$ cat config.mk
export PLATFORM = sky130hd
export DESIGN_NAME = iap_write_ctrl
export DESIGN_NICKNAME = d
export VERILOG_FILES = /design/src/hdl/iap_pkg.sv /design/src/hdl/iap_write_ctrl.sv
export VERILOG_INCLUDE_DIRS = /design/src /design/src/hdl
export SDC_FILE = /design/constraint.sdc
export NUM_CORES = 1
export LEC_CHECK = 0
export BUFFER_PORTS_ARGS = -buffer_cell sky130_fd_sc_hd__buf_4
export CAP_MARGIN = 20
export CORE_UTILIZATION = 42
export CTS_CLUSTER_SIZE = 14
export DETAILED_ROUTE_END_ITERATION = 8
export GPL_TIMING_DRIVEN = 0
export PLACE_DENSITY = 0.67
export SYNTH_ARGS = -nofsm -noshare
export SYNTH_HDL_FRONTEND = slang
export SYNTH_SLANG_ARGS = --single-unit
$ cat constraint.sdc
create_clock -name sys_clk -period 4.04 [get_ports sys_clk]
set_clock_uncertainty 0.15 [all_clocks]
set_input_delay 1.01 -clock sys_clk [delete_from_list [all_inputs] [get_ports sys_clk]]
set_output_delay 1.01 -clock sys_clk [all_outputs]
set_load 0.05 [all_outputs]
$ cat src/hdl/iap_defines.svh
`ifndef IAP_DEFINES_SVH
`define IAP_DEFINES_SVH

// ----------------------------------------
// register indexes, byte address = 4 * index
// ----------------------------------------
`define IAP_IDX_KEY      8'hf1
`define IAP_IDX_ADDR_LO  8'hf2
`define IAP_IDX_ADDR_HI  8'hf3
`define IAP_IDX_AREA     8'hf4
`define IAP_IDX_DATA     8'hf5
`define IAP_IDX_CTRL     8'hf6
`define IAP_IDX_STATUS   8'hf7
`define IAP_IDX_OPTION   8'hf8

// ----------------------------------------
// fields and reset values
// ----------------------------------------
`define IAP_RST_BYTE     8'h00
`define IAP_CTRL_CMD_LSB 0
`define IAP_CTRL_HLD_LSB 2
`define IAP_CMD_WRITE    2'h2
`define IAP_HI_ADDR_MSB  5
`define IAP_RANGE_HALF   14'h3e00
`define IAP_RANGE_ONE    14'h3c00
`define IAP_RESP_OKAY    2'h0
`define IAP_RESP_SLVERR  2'h2

// ----------------------------------------
// timing
// ----------------------------------------
`define IAP_CLK_HZ       50000000
`define IAP_HOLD_4MS_US  4000
`define IAP_HOLD_2MS_US  2000
`define IAP_HOLD_1MS_US  1000

`endif

$ cat src/hdl/iap_pkg.sv
package iap_pkg;

  typedef enum logic [1:0] {
    IAP_ST_IDLE   = 2'b00,
    IAP_ST_STROBE = 2'b01,
    IAP_ST_HOLD   = 2'b11
  } iap_state_e;

  typedef enum logic [7:0] {
    IAP_AREA_CODE = 8'h00,
    IAP_AREA_ID   = 8'h01,
    IAP_AREA_EE   = 8'h02
  } iap_area_e;

  typedef enum logic [1:0] {
    IAP_HOLD_4MS = 2'b00,
    IAP_HOLD_2MS = 2'b01,
    IAP_HOLD_1MS = 2'b10,
    IAP_HOLD_RSV = 2'b11
  } iap_hold_e;

  typedef enum logic [1:0] {
    IAP_OPT_NONE = 2'b00,
    IAP_OPT_HALF = 2'b01,
    IAP_OPT_ONE  = 2'b10,
    IAP_OPT_ALL  = 2'b11
  } iap_opt_e;

  typedef struct packed {
    logic [1:0]  area;
    logic [13:0] addr;
    logic [7:0]  data;
  } iap_mem_wr_s;

endpackage

$ cat src/hdl/iap_write_ctrl.sv
// The AXI4-Lite slave port was left to the implementer.
`timescale 1ns/100ps
`include "iap_defines.svh"

module iap_write_ctrl
  import iap_pkg::*;
#(
  parameter int          INT_ID_W     = 3,
  parameter int          HOLD_CNT_W   = 18,
  parameter int unsigned HOLD_4MS_CYC = `IAP_HOLD_4MS_US * (`IAP_CLK_HZ / 1000000),
  parameter int unsigned HOLD_2MS_CYC = `IAP_HOLD_2MS_US * (`IAP_CLK_HZ / 1000000),
  parameter int unsigned HOLD_1MS_CYC = `IAP_HOLD_1MS_US * (`IAP_CLK_HZ / 1000000)
) (
  // clock and reset
  input  wire logic                sys_clk,
  input  wire logic                resetn,
  // axi4-lite write
  input  wire logic [11:0]         s_axi_awaddr,
  input  wire logic                s_axi_awvalid,
  output logic                     s_axi_awready,
  input  wire logic [31:0]         s_axi_wdata,
  input  wire logic [3:0]          s_axi_wstrb,
  input  wire logic                s_axi_wvalid,
  output logic                     s_axi_wready,
  output logic [1:0]               s_axi_bresp,
  output logic                     s_axi_bvalid,
  input  wire logic                s_axi_bready,
  // axi4-lite read
  input  wire logic [11:0]         s_axi_araddr,
  input  wire logic                s_axi_arvalid,
  output logic                     s_axi_arready,
  output logic [31:0]              s_axi_rdata,
  output logic [1:0]               s_axi_rresp,
  output logic                     s_axi_rvalid,
  input  wire logic                s_axi_rready,
  // memory array side
  output iap_mem_wr_s              memWr,
  output logic                     memWrStrobe,
  output logic [1:0]               tableReadMap,
  // processor side
  output logic                     pcStall,
  input  wire logic                intEvent,
  input  wire logic [INT_ID_W-1:0] intEventId,
  output logic                     intTake,
  output logic [INT_ID_W-1:0]      intTakeId
);

  // ----------------------------------------
  // registers
  // ----------------------------------------
  logic [7:0]            keyCnt_r;
  logic [7:0]            addrLo_r;
  logic [5:0]            addrHi_r;
  logic [7:0]            area_r;
  logic [7:0]            data_r;
  logic [1:0]            hold_r;
  logic [1:0]            cmd_r;
  logic [1:0]            option_r;
  logic                  refused_r;
  iap_state_e            state_r;
  logic [HOLD_CNT_W-1:0] holdCnt_r;
  iap_mem_wr_s           memWr_r;
  logic                  intPend_r;
  logic [INT_ID_W-1:0]   intPendId_r;
  logic                  intTake_r;
  logic [INT_ID_W-1:0]   intTakeId_r;

  // axi holding state
  logic        awHeld_r;
  logic [11:0] awAddr_r;
  logic        wHeld_r;
  logic [31:0] wData_r;
  logic [3:0]  wStrb_r;
  logic        bvalid_r;
  logic [1:0]  bresp_r;
  logic        rvalid_r;
  logic [31:0] rdata_r;
  logic [1:0]  rresp_r;

  // ----------------------------------------
  // decode helpers
  // ----------------------------------------
  function automatic logic isMapped(input logic [11:0] addr);
    isMapped = (addr[11:10] == 2'b00) && (addr[9:2] >= `IAP_IDX_KEY) && (addr[9:2] <= `IAP_IDX_OPTION);
  endfunction

  function automatic logic [HOLD_CNT_W-1:0] holdLen(input logic [1:0] code);
    unique case (code)
      IAP_HOLD_4MS: holdLen = HOLD_CNT_W'(HOLD_4MS_CYC);
      IAP_HOLD_2MS: holdLen = HOLD_CNT_W'(HOLD_2MS_CYC);
      IAP_HOLD_1MS: holdLen = HOLD_CNT_W'(HOLD_1MS_CYC);
      default:      holdLen = HOLD_CNT_W'(HOLD_1MS_CYC);
    endcase
  endfunction

  logic [13:0] targetAddr;
  logic        doWrite;
  logic        lane0;
  logic [7:0]  wrIdx;
  logic [7:0]  wrByte;
  logic        ctrlWrite;
  logic        cmdGo;
  logic        unlocked;
  logic        areaWritable;
  logic        accept;
  logic        holdEnd;

  assign targetAddr = {addrHi_r, addrLo_r};
  assign doWrite    = awHeld_r && wHeld_r && !bvalid_r;
  assign lane0      = wStrb_r[0];
  assign wrIdx      = awAddr_r[9:2];
  assign wrByte     = wData_r[7:0];
  assign unlocked   = (keyCnt_r != 8'h00);

  // code range per option, ID area never written
  always_comb begin
    unique case (area_r)
      IAP_AREA_CODE: begin
        unique case (option_r)
          IAP_OPT_NONE: areaWritable = 1'b0;
          IAP_OPT_HALF: areaWritable = (targetAddr >= `IAP_RANGE_HALF);
          IAP_OPT_ONE:  areaWritable = (targetAddr >= `IAP_RANGE_ONE);
          default:      areaWritable = 1'b1;
        endcase
      end
      IAP_AREA_EE: areaWritable = 1'b1;
      default:     areaWritable = 1'b0;
    endcase
  end

  assign ctrlWrite = doWrite && lane0 && isMapped(awAddr_r) && (wrIdx == `IAP_IDX_CTRL) && (state_r == IAP_ST_IDLE);
  assign cmdGo     = ctrlWrite && (wrByte[`IAP_CTRL_CMD_LSB +: 2] == `IAP_CMD_WRITE);
  assign accept    = cmdGo && unlocked && areaWritable
                     && (wrByte[`IAP_CTRL_HLD_LSB +: 2] != IAP_HOLD_RSV);
  assign holdEnd   = (state_r == IAP_ST_HOLD) && (holdCnt_r == '0);

  // ----------------------------------------
  // axi write channel
  // ----------------------------------------
  assign s_axi_awready = !awHeld_r && !bvalid_r;
  assign s_axi_wready  = !wHeld_r && !bvalid_r;
  assign s_axi_bvalid  = bvalid_r;
  assign s_axi_bresp   = bresp_r;

  always_ff @(posedge sys_clk) begin
    if (!resetn) begin
      awHeld_r <= 1'b0;
      awAddr_r <= 12'h000;
      wHeld_r  <= 1'b0;
      wData_r  <= 32'h0000_0000;
      wStrb_r  <= 4'h0;
      bvalid_r <= 1'b0;
      bresp_r  <= `IAP_RESP_OKAY;
    end else begin
      if (s_axi_awvalid && s_axi_awready) begin
        awHeld_r <= 1'b1;
        awAddr_r <= s_axi_awaddr;
      end
      if (s_axi_wvalid && s_axi_wready) begin
        wHeld_r <= 1'b1;
        wData_r <= s_axi_wdata;
        wStrb_r <= s_axi_wstrb;
      end
      if (doWrite) begin
        awHeld_r <= 1'b0;
        wHeld_r  <= 1'b0;
        bvalid_r <= 1'b1;
        bresp_r  <= isMapped(awAddr_r) ? `IAP_RESP_OKAY : `IAP_RESP_SLVERR;
      end else if (bvalid_r && s_axi_bready) begin
        bvalid_r <= 1'b0;
      end
    end
  end

  // ----------------------------------------
  // axi read channel
  // ----------------------------------------
  assign s_axi_arready = !rvalid_r;
  assign s_axi_rvalid  = rvalid_r;
  assign s_axi_rdata   = rdata_r;
  assign s_axi_rresp   = rresp_r;

  logic [7:0] rdByte;

  always_comb begin
    unique case (s_axi_araddr[9:2])
      `IAP_IDX_KEY:     rdByte = keyCnt_r;
      `IAP_IDX_ADDR_LO: rdByte = addrLo_r;
      `IAP_IDX_ADDR_HI: rdByte = {2'b00, addrHi_r};
      `IAP_IDX_AREA:    rdByte = area_r;
      `IAP_IDX_DATA:    rdByte = data_r;
      `IAP_IDX_CTRL:    rdByte = {4'h0, hold_r, cmd_r};
      `IAP_IDX_STATUS:  rdByte = {5'h00, refused_r, unlocked, pcStall};
      `IAP_IDX_OPTION:  rdByte = {6'h00, option_r};
      default:          rdByte = 8'h00;
    endcase
  end

  always_ff @(posedge sys_clk) begin
    if (!resetn) begin
      rvalid_r <= 1'b0;
      rdata_r  <= 32'h0000_0000;
      rresp_r  <= `IAP_RESP_OKAY;
    end else if (s_axi_arvalid && s_axi_arready) begin
      rvalid_r <= 1'b1;
      rdata_r  <= isMapped(s_axi_araddr) ? {24'h000000, rdByte} : 32'h0000_0000;
      rresp_r  <= isMapped(s_axi_araddr) ? `IAP_RESP_OKAY : `IAP_RESP_SLVERR;
    end else if (rvalid_r && s_axi_rready) begin
      rvalid_r <= 1'b0;
    end
  end

  // ----------------------------------------
  // plain setup registers
  // ----------------------------------------
  always_ff @(posedge sys_clk) begin
    if (!resetn) begin
      addrLo_r <= `IAP_RST_BYTE;
      addrHi_r <= 6'h00;
      area_r   <= `IAP_RST_BYTE;
      data_r   <= `IAP_RST_BYTE;
      option_r <= 2'b00;
    end else if (doWrite && lane0) begin
      unique case (wrIdx)
        `IAP_IDX_ADDR_LO: addrLo_r <= wrByte;
        `IAP_IDX_ADDR_HI: addrHi_r <= wrByte[`IAP_HI_ADDR_MSB:0];
        `IAP_IDX_AREA:    area_r   <= wrByte;
        `IAP_IDX_DATA:    data_r   <= wrByte;
        `IAP_IDX_OPTION:  option_r <= wrByte[1:0];
        default: ;
      endcase
    end
  end

  // ----------------------------------------
  // unlock window
  // ----------------------------------------
  always_ff @(posedge sys_clk) begin
    if (!resetn) begin
      keyCnt_r <= `IAP_RST_BYTE;
    end else if (doWrite && lane0 && wrIdx == `IAP_IDX_KEY) begin
      keyCnt_r <= wrByte;
    end else if (accept) begin
      keyCnt_r <= 8'h00;
    end else if (unlocked) begin
      keyCnt_r <= keyCnt_r - 8'h01;
    end
  end

  // ----------------------------------------
  // control register and refusal status
  // ----------------------------------------
  always_ff @(posedge sys_clk) begin
    if (!resetn) begin
      hold_r    <= 2'b00;
      cmd_r     <= 2'b00;
      refused_r <= 1'b0;
    end else if (ctrlWrite) begin
      hold_r    <= wrByte[`IAP_CTRL_HLD_LSB +: 2];
      cmd_r     <= accept ? `IAP_CMD_WRITE : 2'b00;
      refused_r <= cmdGo && !accept;
    end else if (holdEnd) begin
      cmd_r <= 2'b00;
    end
  end

  // ----------------------------------------
  // write sequencer and processor hold
  // ----------------------------------------
  always_ff @(posedge sys_clk) begin
    if (!resetn) begin
      state_r   <= IAP_ST_IDLE;
      holdCnt_r <= '0;
      memWr_r   <= '0;
    end else begin
      unique case (state_r)
        IAP_ST_IDLE: begin
          if (accept) begin
            state_r      <= IAP_ST_STROBE;
            memWr_r.area <= area_r[1:0];
            memWr_r.addr <= targetAddr;
            memWr_r.data <= data_r;
          end
        end
        IAP_ST_STROBE: begin
          state_r   <= IAP_ST_HOLD;
          holdCnt_r <= holdLen(hold_r) - HOLD_CNT_W'(2);
        end
        IAP_ST_HOLD: begin
          if (holdEnd) begin
            state_r <= IAP_ST_IDLE;
          end else begin
            holdCnt_r <= holdCnt_r - HOLD_CNT_W'(1);
          end
        end
        default: state_r <= IAP_ST_IDLE;
      endcase
    end
  end

  assign memWr       = memWr_r;
  assign memWrStrobe = (state_r == IAP_ST_STROBE);
  assign pcStall     = (state_r != IAP_ST_IDLE);

  // table reads follow the area select, reserved values map to code
  always_comb begin
    unique case (area_r)
      IAP_AREA_ID: tableReadMap = 2'b01;
      IAP_AREA_EE: tableReadMap = 2'b10;
      default:     tableReadMap = 2'b00;
    endcase
  end

  // ----------------------------------------
  // interrupt retention across the hold
  // ----------------------------------------
  always_ff @(posedge sys_clk) begin
    if (!resetn) begin
      intPend_r   <= 1'b0;
      intPendId_r <= '0;
      intTake_r   <= 1'b0;
      intTakeId_r <= '0;
    end else if (pcStall && !holdEnd) begin
      intTake_r <= 1'b0;
      if (intEvent) begin
        intPend_r   <= 1'b1;
        intPendId_r <= intEventId;
      end
    end else begin
      intPend_r   <= 1'b0;
      intTake_r   <= intEvent || intPend_r;
      intTakeId_r <= intEvent ? intEventId : intPendId_r;
    end
  end

  assign intTake   = intTake_r;
  assign intTakeId = intTakeId_r;

endmodule

==> qor.csv <==
metric;value;unit
stdcell_count;1046;
crit_arrival;2.08;ns
dieArea;0.0147;mm²
register_area;0.00258;mm²
total_power;3.39;mW
cpMaxStageDelayCell;or4_1;
drc;0;
worst_setup_path_end_kind;primary output;
firstDrtPassIters;5;
clock-sinks;129;
synth-edff-count;0;
h-tree-depth;4;
synthCells;726;
post_cts_buffers;0;
syn2layout_area_growth;25.8;%
cp_cell_sequence;or4_1 > nor4_1 > and2_1 > buf_4;
critical_path_class;reg2out;
grt_pass1_vias;4895;
setup_viol;0;
avgSynthCellArea;8.22;µm²
design_area;0.00751;mm²
fill_cells;1369;
yosysWarnings;0;
antenna_cells;0;
synth.distinct_cells;58;
cts_repair_resize_count;0;
cts.path.max_buffers;2;
ys.flop_type;dfxtp_1;
grt.overflow.total;0;
cts_tree;done;
worst_slew_pin_slew;0.771;ns
globalplace.congestion;0.916;
ys_seq_area_frac;0.433;
wl_per_cell;15.8;µm
grt_usage;0.231;
fin_crit_sh;0.802;
dpl.hpwl;12000;µm
critPathBufInv;1;
slew_headroom;0.486;
grt_max_degree;17;
ant_nets;0;
fmax;309;MHz
place_inst;1014;
yosys_register_bits;129;
num_rows;43;
synth_top_cell_area_share;0.433;
drive_gt1_frac;0.188;
slew_violations;0;
cpLargestDelayFamily;simple AND/OR/NAND/NOR gates;
wirelength;16500;µm
path_max_fanout;3;
die_w;121;µm
min_path_type;reg2reg;
antenna_found_initial;0;
cp_slowest_stage_delay;0.54;ns
pre_cts_slack;0.901;ns
timing.hold.ws;0.300;ns
num_vias;5493;
synth_area_leaders;dfxtp_1 (43%), nand2_1 (7.9%), mux2i_1 (6.4%);
coreArea;0.0139;mm²
worstSetupStartpointType;register;
hold_violations;0;
dpl-instance-area;0.00691;mm²
critPathRequiredTime;2.88;ns
yosysTopAreaCell;dfxtp_1;
cts-root-buf;clkbuf_16;
p_leak;3.13;nW
setup_tns;0;ns
path_clk_slew;0.06;ns
start_util;0.430;
grt_pass1_wl;25700;µm
fp.dieH;121;µm
ir_worst_vdd;0.322;mV
setup_slack;0.801;ns
period_needed;3.24;ns
multi_input_area;0.00305;mm²
max_cap_viol_count;0;
cts-hold-fix-buffers;0;
outcome;complete, no violations;
routed_via_density;5.25;
power.density;452;mW/mm²
netlist_area;0.00597;mm²
nNetsFinal;927;
final_util;0.541;
cts_buffers;17;
async_reset_ff_frac;0;
insertion_delay;0.43;ns
place.port_buffers;83;
grt_setup_unrepaired;false;
ioPinCount;144;
drt_iter0_drc;419;
-- cells in the final DEF (no fill, tap or decap), types with 4 or more instances in the layout --
cell type / count
conb_1: 26
dfxtp_1: 129
clkinvlp_4: 4
a21boi_0: 9
and3_1: 5
clkbuf_1: 33
nand4_1: 10
o21ai_0: 23
inv_1: 13
buf_2: 5
nand2b_1: 5
nor2b_1: 12
nor2_1: 65
mux2_2: 6
nand2_1: 125
xnor2_1: 4
mux2i_1: 38
a21oi_1: 71
o31ai_1: 4
nor4_1: 9
a31oi_1: 6
o21ai_1: 6
o22ai_1: 7
clkbuf_16: 17
nor3_1: 15
xor2_1: 5
a211oi_1: 4
nand3_1: 19
a22o_1: 7
a22oi_1: 10
buf_4: 109
-- kinds of logic (layout without fill, tap and decap cells) --
| kind of cell | Yosys count | in the layout | share of synthesized area |
|---|---|---|---|
| flip-flops | 129 | 129 | 0.433 |
| other | 1 | 26 | 0.000628 |
| multiplexers | 45 | 45 | 0.0788 |
| AO/OA/AOI/OAI | 164 | 164 | 0.168 |
| AND/OR/NAND/NOR | 293 | 293 | 0.227 |
| adder cells (fa/ha/maj) | 3 | 3 | 0.00629 |
| buffers and inverters | 82 | 197 | 0.0727 |
| XOR/XNOR | 9 | 9 | 0.0132 |
-- worst reg2reg max path, cell delays in order (launching register included) --
cell and delay [ns]:
dfxtp_1 0.34, nand3b_1 0.34, or2_2 0.38, nor4_2 0.54
nand4_1 0.46, clkbuf_1 0.43, nand4_1 0.20, a21oi_1 0.07
-- state kept, by name (all words and copies together), names as in the netlist, 2 cells and up --
register     flops
option_r         2
keyCnt_r         8
intPendId_r      3
addrHi_r         6
hold_r           2
awAddr_r        10
intTakeId        3
s_axi_rdata      8
addrLo_r         8
data_r           8
holdCnt_r       18
wData_r          8
state_r          2
area_r           8
memWr           24
-- Yosys cell counts, types with 5 or more instances --
cell and number:
xor2_1 5, dfxtp_1 129, nor2b_1 12, o21ai_0 23, a31oi_1 6, mux2i_1 38, a21oi_1 71, o22ai_1 7
a22o_1 7, nor3_1 15, and3_1 5, nand2b_1 5, nor2_1 65, clkbuf_1 32, nand2_1 125, nand4_1 10
mux2_2 6, nor4_1 9, a21boi_0 9, buf_4 26, a22oi_1 10, inv_1 13, o21ai_1 6, buf_2 5
nand3_1 19
-- final timing paths --
check / slack, ns / startpoint / end / cells past startpoint
max: 0.80 / area_r[3] / tableReadMap[1] / 4
min: 0.30 / memWr[8] / memWr[8] / 2
max reg2reg: 0.98 / s_axi_bvalid / keyCnt_r[3] / 7
min reg2reg: 0.30 / memWr[8] / memWr[8] / 2
-- routing by layer --
metal	up-vias	share of wire	GRT usage	wire, µm
li1	2752	-	-	-
met1	2540	0.47	0.301	7740
met2	171	0.45	0.368	7480
met3	30	0.051	0.0428	836
met5	-	0	0	0
met4	0	0.029	0.110	480
-- power breakdown --
part           internal (mW)  total, mW  switching [mW]
logic                  0.185      0.469           0.285
registers               1.32       1.38          0.0577
clock network          0.959       1.55           0.588
total                   2.46       3.39           0.930
-- final cells by class --
class / instances / share of cell area
sequential: 129 / 0.344
clock buffer: 21 / 0.0626
timing repair buffer: 83 / 0.0829
inverter: 13 / 0.00650
tap: 180 / 0.0300
buffer: 69 / 0.0513
clock inverter: 11 / 0.0173
multi-input combinational: 540 / 0.406
(Power assumes the default switching activity.)
